===== src/ccs_regs.svh =====
// Timing constants for the clock compensation scheduler
`ifndef CCS_REGS_SVH
`define CCS_REGS_SVH
`define CCS_PERIOD_2B 5000
`define CCS_RUN_2B 6
`define CCS_PERIOD_4B 3000
`define CCS_RUN_4B 3
`define CCS_WARN_BASE 3
`define CCS_WARN_MAX_2B 10
`define CCS_WARN_MAX_4B 6
`define CCS_MIN_RUN 2
`define CCS_MIN_GAP 8
`define CCS_MAX_RUN 12
`endif


===== src/ccs_pkg.sv =====
// Types shared by the scheduler and the link-core end
package ccs_pkg;
  typedef enum logic [1:0] {
    CCS_IDLE = 2'b00,
    CCS_COUNT = 2'b01,
    CCS_WARN = 2'b10,
    CCS_BURST = 2'b11
  } ccs_state_t;

  // Warning lead time for a lane width and largest message size
  function automatic int ccs_lead(input int lane_bytes, input int msg_bytes);
    int lead;
    lead = 3;
    if (lane_bytes < 16 && msg_bytes > lane_bytes) begin
      lead = 3 + (msg_bytes - 1) / lane_bytes;
    end
    return lead;
  endfunction
endpackage


===== src/ccs_link_if.sv =====
// Compensation link between scheduler and link core
`timescale 1ns/1ns
`default_nettype none
interface ccs_link_if;
  logic comp_request;
  logic comp_warning;
  logic link_up;
  modport sched (output comp_request, output comp_warning, input link_up);
  modport core (input comp_request, input comp_warning, output link_up);
endinterface
`default_nettype wire


===== src/ccs_down_counter.sv =====
// Loadable down counter with zero flag
`timescale 1ns/1ns
`default_nettype none
module ccs_down_counter #(
  parameter int W = 13
) (
  input wire logic mclk_i,
  input wire logic rst_i,
  input wire logic load_i,
  input wire logic [W-1:0] value_i,
  output logic zero_o
);
  logic [W-1:0] cnt_r;
  logic [W-1:0] cnt_nxt;
  wire is_zero = (cnt_r == '0);
  assign cnt_nxt = load_i ? value_i : (is_zero ? cnt_r : cnt_r - {{(W-1){1'b0}}, 1'b1});
  assign zero_o = is_zero;
  always_ff @(posedge mclk_i) begin
    if (rst_i) begin
      cnt_r <= '0;
    end else begin
      cnt_r <= cnt_nxt;
    end
  end
endmodule
`default_nettype wire


===== src/ccs_scheduler.sv =====
// Periodic clock compensation scheduler
`timescale 1ns/1ns
`default_nettype none
`include "ccs_regs.svh"
// Behaviour
// - Hold request a fixed run each period
// - 2-byte: 5000/6; 4-byte: 3000/3
// - Core sends compensation while request high
// - Core drops TREADY while request high
// - Warning precedes request; core blocks messages
// - 2-byte lead: 3 plus one per 2 bytes
// - Wider lanes shorten lead toward 3
// - Core refuses native messages during warning/request
// - Warning only matters with flow control
// - Lead sized for largest message
// - Shared clock: tie both outputs low
// - Core accepts any request timing
// - Bursts at least two cycles
// - Bursts at least eight cycles apart
// - Bursts no longer than twelve cycles
// - First request PER_C+3 cycles after link-up
// - Link-up from core channel-up output
module ccs_scheduler import ccs_pkg::*; #(
  parameter int LANE_BYTES = 2,
  parameter int MAX_MSG_BYTES = 16,
  parameter int USE_WARNING = 1,
  parameter int PERIOD = (LANE_BYTES == 2) ? `CCS_PERIOD_2B : `CCS_PERIOD_4B,
  parameter int RUN = (LANE_BYTES == 2) ? `CCS_RUN_2B : `CCS_RUN_4B
) (
  input wire logic mclk_i,
  input wire logic rst_i,
  ccs_link_if.sched link,
  output logic busy_o
);
  localparam int LEAD = ccs_lead(LANE_BYTES, MAX_MSG_BYTES);
  localparam int RUN_C = (RUN < `CCS_MIN_RUN) ? `CCS_MIN_RUN :
                         ((RUN > `CCS_MAX_RUN) ? `CCS_MAX_RUN : RUN);
  localparam int PER_C = (PERIOD < RUN_C + `CCS_MIN_GAP + LEAD) ?
                         (RUN_C + `CCS_MIN_GAP + LEAD) : PERIOD;
  localparam int W = $clog2(PER_C + 1);
  localparam logic [W-1:0] GAP_LD = W'(PER_C - LEAD - 1);
  localparam logic [W-1:0] LEAD_LD = W'(LEAD - 1);
  localparam logic [W-1:0] RUN_LD = W'(RUN_C - 1);

  ccs_state_t state_r, state_nxt;
  logic up_s1_r, up_s2_r;
  logic req_r, warn_r, busy_r;
  logic load, zero;
  logic [W-1:0] load_val;

  ccs_down_counter #(.W(W)) u_cnt (
    .mclk_i(mclk_i),
    .rst_i(rst_i),
    .load_i(load),
    .value_i(load_val),
    .zero_o(zero)
  );

  wire up = up_s2_r;
  wire enter_count = (state_r == CCS_IDLE) && up;
  wire end_count = (state_r == CCS_COUNT) && zero;
  wire end_warn = (state_r == CCS_WARN) && zero;
  wire end_burst = (state_r == CCS_BURST) && zero;
  assign load = enter_count || end_count || end_warn || end_burst || !up;
  assign load_val = !up ? '0 : (end_count ? LEAD_LD : (end_warn ? RUN_LD : GAP_LD));

  always_comb begin
    state_nxt = state_r;
    case (state_r)
      CCS_IDLE: begin
        if (up) begin
          state_nxt = CCS_COUNT;
        end
      end
      CCS_COUNT: begin
        if (zero) begin
          state_nxt = CCS_WARN;
        end
      end
      CCS_WARN: begin
        if (zero) begin
          state_nxt = CCS_BURST;
        end
      end
      CCS_BURST: begin
        if (zero) begin
          state_nxt = CCS_COUNT;
        end
      end
      default: state_nxt = CCS_IDLE;
    endcase
    if (!up) begin
      state_nxt = CCS_IDLE;
    end
  end

  wire req_nxt = (state_nxt == CCS_BURST);
  wire warn_nxt = (USE_WARNING != 0) &&
                  (state_nxt == CCS_WARN || state_nxt == CCS_BURST);

  always_ff @(posedge mclk_i) begin
    if (rst_i) begin
      state_r <= CCS_IDLE;
      up_s1_r <= 1'b0;
      up_s2_r <= 1'b0;
      req_r <= 1'b0;
      warn_r <= 1'b0;
      busy_r <= 1'b0;
    end else begin
      state_r <= state_nxt;
      up_s1_r <= link.link_up;
      up_s2_r <= up_s1_r;
      req_r <= req_nxt;
      warn_r <= warn_nxt;
      busy_r <= warn_nxt || req_nxt;
    end
  end

  assign link.comp_request = req_r;
  assign link.comp_warning = warn_r;
  assign busy_o = busy_r;
endmodule
`default_nettype wire


===== src/flat_wrapper.sv =====
// flat-port wrapper written by rule: the top's interface ports become plain ports
module ccs_scheduler_flat import ccs_pkg::*;
#(
  parameter int LANE_BYTES = 2,
  parameter int MAX_MSG_BYTES = 16,
  parameter int USE_WARNING = 1,
  parameter int PERIOD = (LANE_BYTES == 2) ? `CCS_PERIOD_2B : `CCS_PERIOD_4B,
  parameter int RUN = (LANE_BYTES == 2) ? `CCS_RUN_2B : `CCS_RUN_4B
)
  (mclk_i, rst_i, busy_o, link_comp_request, link_comp_warning, link_link_up);
  ccs_link_if link_i ();
  input wire logic mclk_i;
  input wire logic rst_i;
  output logic busy_o;
  output wire logic [$bits(link_i.comp_request)-1:0] link_comp_request;
  output wire logic [$bits(link_i.comp_warning)-1:0] link_comp_warning;
  input wire logic [$bits(link_i.link_up)-1:0] link_link_up;
  assign link_comp_request = link_i.comp_request;
  assign link_comp_warning = link_i.comp_warning;
  assign link_i.link_up = link_link_up;
  ccs_scheduler #(.LANE_BYTES(LANE_BYTES), .MAX_MSG_BYTES(MAX_MSG_BYTES), .USE_WARNING(USE_WARNING), .PERIOD(PERIOD), .RUN(RUN)) u_core (.mclk_i(mclk_i), .rst_i(rst_i), .link(link_i), .busy_o(busy_o));
endmodule

===== config.mk =====
export PLATFORM = sky130hd
export DESIGN_NAME = ccs_scheduler_flat
export DESIGN_NICKNAME = d
export VERILOG_FILES = /design/src/ccs_pkg.sv /design/src/ccs_link_if.sv /design/src/ccs_down_counter.sv /design/src/ccs_scheduler.sv /design/src/flat_wrapper.sv
export VERILOG_INCLUDE_DIRS = /design/src
export SDC_FILE = /design/constraint.sdc
export NUM_CORES = 1
export LEC_CHECK = 0
export BUFFER_PORTS_ARGS = -buffer_cell sky130_fd_sc_hd__buf_2
export CAP_MARGIN = 30
export CORE_MARGIN = 10
export CORE_UTILIZATION = 43
export CTS_BUF_LIST = sky130_fd_sc_hd__clkbuf_4 sky130_fd_sc_hd__clkbuf_8
export DETAILED_ROUTE_END_ITERATION = 10
export GPL_ROUTABILITY_DRIVEN = 0
export PLACE_DENSITY = 0.57
export SLEW_MARGIN = 15
export SYNTH_ARGS = -nofsm -noshare
export SYNTH_HDL_FRONTEND = slang
export SYNTH_SLANG_ARGS = --single-unit

===== constraint.sdc =====
create_clock -name mclk_i -period 4.6 [get_ports mclk_i]
set_input_delay 0.92 -clock mclk_i [delete_from_list [all_inputs] [get_ports mclk_i]]
set_output_delay 0.92 -clock mclk_i [all_outputs]
set_load 0.01 [all_outputs]

==> reports/metrics.cfg, run 1 <==
[outcome]
status = complete, no violations

[cts]
cts_buffer_depth = 2
clkLatencyLatePin_ns = 0.30
ctsResizeCount = 0
cts.sinks = 19
cts_buffers = 3
hold_buffers = 0
cts_setup_buffers = 0
cts_max_level = 1
cts.clk_slew.worst_paths_ns = 0.11
cts_root_buf = clkbuf_4
cts_tree = yes

[critical_path]
r2r_cells = 6
worst_setup_path_end_kind = flip-flop
reg2reg_to = u_core.u_cnt.cnt_r[12]
critPathMaxStageDelay_ns = 0.59
worstPathRequired_ns = 4.84
crit_arrival_ns = 2.47
cp_cell_sequence = inv_1, ha_1, nor3b_1, or4b_1, or3_1, a31oi_1
rr_startpoint = u_core.u_cnt.cnt_r[0]
path_max_fanout = 7
slowest_stage = nor3b_1
start_kind = flip-flop
worstSetupPathType = flip-flop to flip-flop
r2r_slack_ns = 2.36

[hold_path]
whs_endpoint = u_core.up
min_path_type = flip-flop to flip-flop
holdPathStages = 1
hold_start = u_core.up_s1_r

[sta]
slew_violations = 0
rsz0062_at_grt = no
report.final.hold_viol_count = 0
worstMarginPinSlew_ns = 0.6919
clock_skew_ns = 0.01440
min_period_ns = 2.238
setup_tns_ns = 0
period_share_pct = 48.65
max_freq_mhz = 446.8
slew_headroom_pct = 53.77
final-setup-viol-count = 0

[layout]
drive_gt1_share_pct = 11.11
multi_input_area_sq_um = 437.9
finish.instance_area_sq_um = 915.9
nNetsFinal = 105
final_cells = 126
register_area_sq_um = 380.4
antennaDiodeCount = 0
area_growth_pct = 6.550
fin_util_pct = 47.66
fill_cells = 193

[logic_synthesis]
synth-edff-count = 0
yosys.area.top_type = dfxtp_1
yosysWarnings = 0
netlist_area_sq_um = 859.6
syn_area_per_cell_sq_um = 9.048
ys_types = 35
ys.flop_type = dfxtp_1
yosys_register_bits = 19
yosysSeqAreaShare_pct = 44.25
synth_area_leaders = dfxtp_1, xor2_1, nor2_1, a21oi_1, xnor2_1
synth_top_area_share_pct = 44.25
synthCells = 95
synth_most_common_cell = dfxtp_1
yosys-top-cells-count = dfxtp_1, nor2_1, a21oi_1
async_reset_ff_share_pct = 0
syn-num-nets = 100

[placed_design]
numPortBuffers = 5
placed_cells = 122
dpl_cell_area_sq_um = 888.4

[global_route]
grt_max_degree = 15
use_met2_pct = 14.16
busiest_layer = met2
grt_pass1_wl_mm = 2.953
use_met3_pct = 3.952
grt-ovfl-total = 0
antenna_found_initial = 0
first_global_vias = 671
grt_usage_pct = 8.659
grt_util_met1_pct = 9.646

[run]
maxCapViolations = 0

[detailed_routing]
ant_nets = 0
vias = 677
wl_per_cell_um = 12.83
drt-pass1-iter-count = 4
vias_per_cell = 5.373
drtIter0Drc = 12
drcViolationCount = 0
wl_mm = 1.617

[power]
vdd_drop_max_uv = 188.0
p_leak_nw = 0.3750
p_per_area_nw_per_um2 = 316.7

[floorplan]
initial_utilization_pct = 44.73
num_io_pins = 6
die_w_um = 64.71
core_area_sq_um = 1922
die_area_sq_um = 4187
num_rows = 16
die_h_um = 64.71

-- metal layers --
| metal | part of all wire, % | vias to the layer above |
|---|---|---|
| met2 | 47 | 7 |
| li1 | - | 349 |
| met1 | 48 | 319 |
| met5 | 0 | - |
| met3 | 4.8 | 2 |
| met4 | 0.56 | 0 |
-- kinds of logic after synthesis --
group | synth area share (%)
xor gates and xnor gates | 7.133
AOI/OAI and AO/OA | 14.41
buffers and inverters | 4.804
adders and majority gates | 2.911
DFF | 44.25
muxes | 1.165
and+or+nand+nor | 25.33
-- how the worst max path moves through the flow --
| stage | start | endpoint | cells past startpoint |
|---|---|---|---|
| 6_report | u_core.u_cnt.cnt_r[0] | u_core.u_cnt.cnt_r[12] | 6 |
| 5_1_grt | u_core.u_cnt.cnt_r[0] | u_core.u_cnt.cnt_r[12] | 6 |
| 4_1_cts | u_core.u_cnt.cnt_r[0] | u_core.u_cnt.cnt_r[12] | 6 |
| 3_5_place_dp | u_core.u_cnt.cnt_r[0] | u_core.u_cnt.cnt_r[12] | 6 |
| 3_3_place_gp | u_core.u_cnt.cnt_r[0] | u_core.u_cnt.cnt_r[12] | 6 |
| 2_1_floorplan | u_core.u_cnt.cnt_r[4] | u_core.u_cnt.cnt_r[12] | 5 |
-- state kept, by name, indices dropped and copies added, names as in the netlist --
register	cells
u_core.link.comp_request	1
u_core.u_cnt.cnt_r	13
u_core.busy_o	1
u_core.state_r	2
u_core.up	1
u_core.up_s1_r	1
-- power by group --
part           switching, mW  leakage [nW]  internal, mW
logic                 0.0207         0.203        0.0158
registers            0.00322         0.154         0.168
clock network         0.0502        0.0177        0.0324
total                 0.0740         0.375         0.216
-- cell usage in the layout (no fill, tap or decap), types with 2 or more instances in the layout --
master    count
dfxtp_1      19
nor2_1        9
a21oi_1       6
nand2_1       5
buf_2         5
nor4_1        4
xor2_1        4
inv_1         3
xnor2_1       3
nor3b_1       3
o21ai_0       3
a31oi_1       3
clkbuf_4      3
nand3_1       2
o21a_1        2
a21boi_0      2
nor3_1        2
or3_1         2
nor2b_1       2
ha_1          2
-- critical path, delay by kind of cell (launching register included) --
family,cells,cell delay [ns]
adder cells (fa/ha/maj),1,0.17
flip-flops,1,0.35
AND/OR/NAND/NOR,3,1.41
buffers and inverters,1,0.09
AO/OA/AOI/OAI,1,0.15
-- through the flow --
| step | setup slack [ns] | hold slack (ns) | power (mW) |
|---|---|---|---|
| floorplan | 2.608 | 0.4138 | 0.2053 |
| global placement | 2.473 | 0.4165 | 0.2110 |
| detailed placement | 2.404 | 0.4395 | 0.2114 |
| CTS | 2.377 | 0.4608 | 0.2952 |
| global route | 2.147 | 0.4720 | 0.3061 |
| finish | 2.362 | 0.4538 | 0.2900 |
-- area by class of cell --
cell class | count | share of cell area [%]
Timing Repair Buffer | 5 | 2.732
Sequential cell | 19 | 41.53
Multi-Input combinational cell | 68 | 47.81
Tap cell | 27 | 3.689
Clock inverter | 1 | 0.5464
Clock buffer | 3 | 2.459
Inverter | 3 | 1.230
Note: power is estimated with default switching activity, not from simulation.
==> run 2, diff against run 1 <==
--- a/config.mk
+++ b/config.mk
@@ -13,7 +13,7 @@
 export CTS_BUF_LIST = sky130_fd_sc_hd__clkbuf_4 sky130_fd_sc_hd__clkbuf_8
 export DETAILED_ROUTE_END_ITERATION = 10
 export GPL_ROUTABILITY_DRIVEN = 0
-export PLACE_DENSITY = 0.57
+export PLACE_DENSITY = 0.59
 export SLEW_MARGIN = 15
 export SYNTH_ARGS = -nofsm -noshare
 export SYNTH_HDL_FRONTEND = slang
==> constraint.sdc (replaced) <==
create_clock -name mclk_i -period 1.8 [get_ports mclk_i]
set_input_delay 0.36 -clock mclk_i [delete_from_list [all_inputs] [get_ports mclk_i]]
set_output_delay 0.36 -clock mclk_i [all_outputs]
set_load 0.01 [all_outputs]
==> reports/metrics.cfg, run 2 (synthesis gave the netlist of run 1 again) <==
[layout]
nNetsFinal = 118
antennaDiodeCount = 0
finish.instance_area_sq_um = 1036
largest_register_ffs = 13
multi_input_area_sq_um = 459.2
register_area_sq_um = 381.6
area_growth_pct = 20.52
final_cells = 139
fill_cells = 187
final_common_cell = dfxtp_1
drive_gt1_share_pct = 25.89
layout_common_cells = dfxtp_1, buf_4, nor2_1
reg_top3 = u_core.u_cnt.cnt_r: 13 flops, u_core.state_r: 2 flops
top_register = u_core.u_cnt.cnt_r
fin_util_pct = 53.91

[placed_design]
place_ws_ns = -0.04992
place_hpwl_mm = 1.286
dpl_cell_area_sq_um = 992.2
placed_cells = 135
numPortBuffers = 5

[critical_path]
worstPathRequired_ns = 2.03
path_max_fanout = 2
critPathMaxStageDelay_ns = 0.53
cp_cell_sequence = or4_4, or4b_1, or3_1, a31oi_1
worstSetupPathType = flip-flop to flip-flop
worst_setup_path_end_kind = flip-flop
start_kind = flip-flop
slowest_stage = or4_4
crit_arrival_ns = 2.10

[detailed_routing]
drtIter0Drc = 19
drcViolationCount = 0
vias = 702
ant_nets = 0
drt-pass1-iter-count = 4
vias_per_cell = 5.050
wl_mm = 1.722
wl_per_cell_um = 12.39

[sta]
final-setup-viol-count = 1
whs_ns = 0.2408
report.final.hold_viol_count = 0
max_freq_mhz = 532.6
min_period_ns = 1.878
slew_violations = 0
worstMarginPinSlew_ns = 0.4117
period_share_pct = 104.3
slew_headroom_pct = 72.30
rsz0062_at_grt = yes
clock_skew_ns = 0.003699
setup_tns_ns = -0.07776
worst_slack_ns = -0.07776

[outcome]
status = finished with violations
violations = negative setup slack

[floorplan]
num_rows = 16
die_w_um = 64.71
die_area_sq_um = 4187
die_h_um = 64.71
num_io_pins = 6
core_area_sq_um = 1922
initial_utilization_pct = 44.73

[global_route]
grt-ovfl-total = 0
grt_usage_pct = 8.447
grt_max_degree = 12
grt_pass1_wl_mm = 2.918
first_global_vias = 687
antenna_found_initial = 0

[run]
maxCapViolations = 0

[cts]
cts_tree = yes
hold_buffers = 0
cts_max_level = 1
cts.sinks = 19
cts_buffers = 3
clkLatencyLatePin_ns = 0.29
cts_buffer_depth = 2
cts.clk_slew.worst_paths_ns = 0.11
cts_root_buf = clkbuf_4

[power]
vdd_drop_max_uv = 377.4
p_per_area_nw_per_um2 = 741.3
p_leak_nw = 0.4470
total_power_uw = 768.0

[hold_path]
min_path_type = input port to flip-flop

-- run 2: cell count changes in the layout (fill, tap and decap cells not counted), sizes merged --
cell	delta
buf	+13
-- run 2: what timing repair did --
| item | CTS | global route |
|---|---|---|
| buffers inserted | 0 | 0 |
| gates resized for setup | 0 | 3 |
| setup endpoints to repair | 1 | 5 |
| pin swaps | 0 | 1 |
-- run 2: area by class of cell --
type	count	area share, %
timing repair buffer	18	11.84
multi-input combinational	68	44.32
inverter	3	1.087
tap	27	3.261
sequential	19	36.84
clock inverter	1	0.4831
clock buffer	3	2.174
-- run 2: power by group --
part           switching, mW  internal (mW)  leakage, nW  total (mW)
sequential           0.00547          0.429        0.155       0.434
clock                  0.128         0.0827       0.0177       0.211
combinational         0.0619         0.0609        0.275       0.123
total                  0.196          0.572        0.447       0.768
-- run 2: worst max-delay path: cells and delay by family, from the launching register on --
kind            cells  cell delay, ns
compound gates      1            0.16
simple gates        3            1.33
flops               1            0.32
-- run 2: per-layer routing --
| layer | GRT usage [%] | part of all wire [%] |
|---|---|---|
| met1 | 9.636 | 48 |
| met2 | 14.41 | 50 |
| met3 | 2.577 | 1.8 |
| met4 | 3.209 | 0.81 |
| met5 | 0 | 0 |
-- run 2: final timing paths --
kind / to / start / cells after the start / slack (ns)
worst min register to register: u_core.up / u_core.up_s1_r / 1 / 0.46
worst max-delay path: u_core.u_cnt.cnt_r[12] / u_core.u_cnt.cnt_r[7] / 4 / -0.08
worst min-delay path: u_core.up / rst_i / 2 / 0.24
worst max register to register: u_core.u_cnt.cnt_r[12] / u_core.u_cnt.cnt_r[7] / 4 / -0.08
==> run 3, diff against run 2 <==
--- a/config.mk
+++ b/config.mk
@@ -13,8 +13,9 @@
 export CTS_BUF_LIST = sky130_fd_sc_hd__clkbuf_4 sky130_fd_sc_hd__clkbuf_8
 export DETAILED_ROUTE_END_ITERATION = 10
 export GPL_ROUTABILITY_DRIVEN = 0
-export PLACE_DENSITY = 0.59
-export SLEW_MARGIN = 15
+export PLACE_DENSITY = 0.57
+export SKIP_CTS_REPAIR_TIMING = 1
+export SLEW_MARGIN = 20
 export SYNTH_ARGS = -nofsm -noshare
 export SYNTH_HDL_FRONTEND = slang
 export SYNTH_SLANG_ARGS = --single-unit
==> constraint.sdc (replaced) <==
create_clock -name mclk_i -period 1.9 [get_ports mclk_i]
set_input_delay 0.38 -clock mclk_i [delete_from_list [all_inputs] [get_ports mclk_i]]
set_output_delay 0.38 -clock mclk_i [all_outputs]
set_load 0.01 [all_outputs]
==> reports/metrics.cfg, run 3 (synthesis gave the netlist of run 1 again) <==
[critical_path]
worst_setup_path_end_kind = flip-flop
worstSetupPathType = flip-flop to flip-flop
critPathMaxStageDelay_ns = 0.53
start_kind = flip-flop
path_max_fanout = 2
cp_top_family = simple AND/OR/NAND/NOR gates
slowest_stage = or4_4
cp_cell_sequence = or4_4, or4b_1, or3_1, a31oi_1
crit_arrival_ns = 2.09
path_buf_inv = 0
worstPathRequired_ns = 2.13

[layout]
final_common_cell = dfxtp_1
layout_common_cells = dfxtp_1, buf_4, nor2_1
fin_util_pct = 52.60
area_growth_pct = 17.61
finish.instance_area_sq_um = 1011
largest_register_ffs = 13
reg_top3 = u_core.u_cnt.cnt_r: 13 flops, u_core.state_r: 2 flops
nNetsFinal = 117
antennaDiodeCount = 0
top_register = u_core.u_cnt.cnt_r
drive_gt1_share_pct = 21.62

[sta]
period_share_pct = 97.92
slew_headroom_pct = 67.49
whs_ns = 0.2489
setup_tns_ns = 0
min_period_ns = 1.860
max_freq_mhz = 537.5
worstMarginPinSlew_ns = 0.4809
final-setup-viol-count = 0
slew_violations = 0
clock_skew_ns = 0.003253
rsz0062_at_grt = yes
report.final.hold_viol_count = 0

[global_route]
first_global_vias = 699
grt-ovfl-total = 0
grt_max_degree = 12
grt_pass1_wl_mm = 3.091
grt_usage_pct = 8.872
antenna_found_initial = 0

[power]
clkPwrFrac_pct = 28.4
p_sw_uw = 190.5
swShare_pct = 26.18
p_leak_nw = 0.4386
p_per_area_nw_per_um2 = 719.8
combPwrFrac_pct = 15.1
power_frac_seq_pct = 56.5
vdd_drop_max_uv = 395.9
internal-power_uw = 537.1

[cts]
cts_max_level = 1
cts.sinks = 19
cts_buffer_depth = 2
cts_tree = yes
cts.clk_slew.worst_paths_ns = 0.12
cts_root_buf = clkbuf_4
cts_buffers = 3
clkLatencyLatePin_ns = 0.29

[detailed_routing]
wl_met2_um = 859
vias_per_cell = 5.101
ant_nets = 0
drtIter0Drc = 35
top_layer = met4
drcViolationCount = 0
wl_mm = 1.741
wl_met1_um = 815
vias = 704
dr_wl_met3_um = 56
drt-pass1-iter-count = 4
wl_per_cell_um = 12.62

[floorplan]
die_w_um = 64.71
core_area_sq_um = 1922
initial_utilization_pct = 44.73
num_io_pins = 6
num_rows = 16
die_area_sq_um = 4187
die_h_um = 64.71

[placed_design]
place_hpwl_mm = 1.324
numPortBuffers = 5
dpl_cell_area_sq_um = 983.4

[run]
maxCapViolations = 0

[hold_path]
min_path_type = input port to flip-flop

[outcome]
status = complete, no violations

[run 3: changes by cell type in the layout (fill, tap and decap cells not counted), sizes merged]
cell,previous run,this run
buf,18,17
[run 3: final timing paths]
check / start / end / slack [ns] / cells after the start
worst max-delay path: u_core.u_cnt.cnt_r[7] / u_core.u_cnt.cnt_r[12] / 0.04 / 4
worst min-delay path: rst_i / u_core.up_s1_r / 0.25 / 2
worst max register to register: u_core.u_cnt.cnt_r[7] / u_core.u_cnt.cnt_r[12] / 0.04 / 4
worst min register to register: u_core.up_s1_r / u_core.up / 0.46 / 1
[run 3: through the flow]
step           std cells  total power, mW  worst slack (ns)
6_report             138           0.7276           0.03951
5_1_grt              138           0.7643          -0.02455
4_1_cts              138           0.7403           0.03081
3_5_place_dp         134           0.5303           0.05285
3_3_place_gp         134           0.5279           0.07361
2_1_floorplan         95           0.4975           0.03572
[run 3: final cells by class]
type / count / area (sq um)
clock buffers: 3 / 22.52
clock inverters: 1 / 5.005
fillers: 208 / 910.9
inverters: 3 / 11.26
multi-input cells: 68 / 442.9
flip-flops and latches: 19 / 380.4
well taps: 27 / 33.78
repair buffers: 17 / 115.1
[run 3: routing by layer]
| layer | vias up | global-route usage, % |
|---|---|---|
| li1 | 369 | - |
| met1 | 326 | 10.34 |
| met2 | 7 | 15.52 |
| met3 | 2 | 2.405 |
| met4 | 0 | 2.406 |
| met5 | - | 0 |
[run 3: power by group through the flow]
stage	combinational, mW	clock, mW	sequential [mW]
after global placement	0.108	0	0.420
after detailed placement	0.110	0	0.420
after global routing	0.125	0.227	0.412
after floorplan	0.0769	0	0.421
final	0.110	0.207	0.411
after CTS	0.111	0.218	0.411
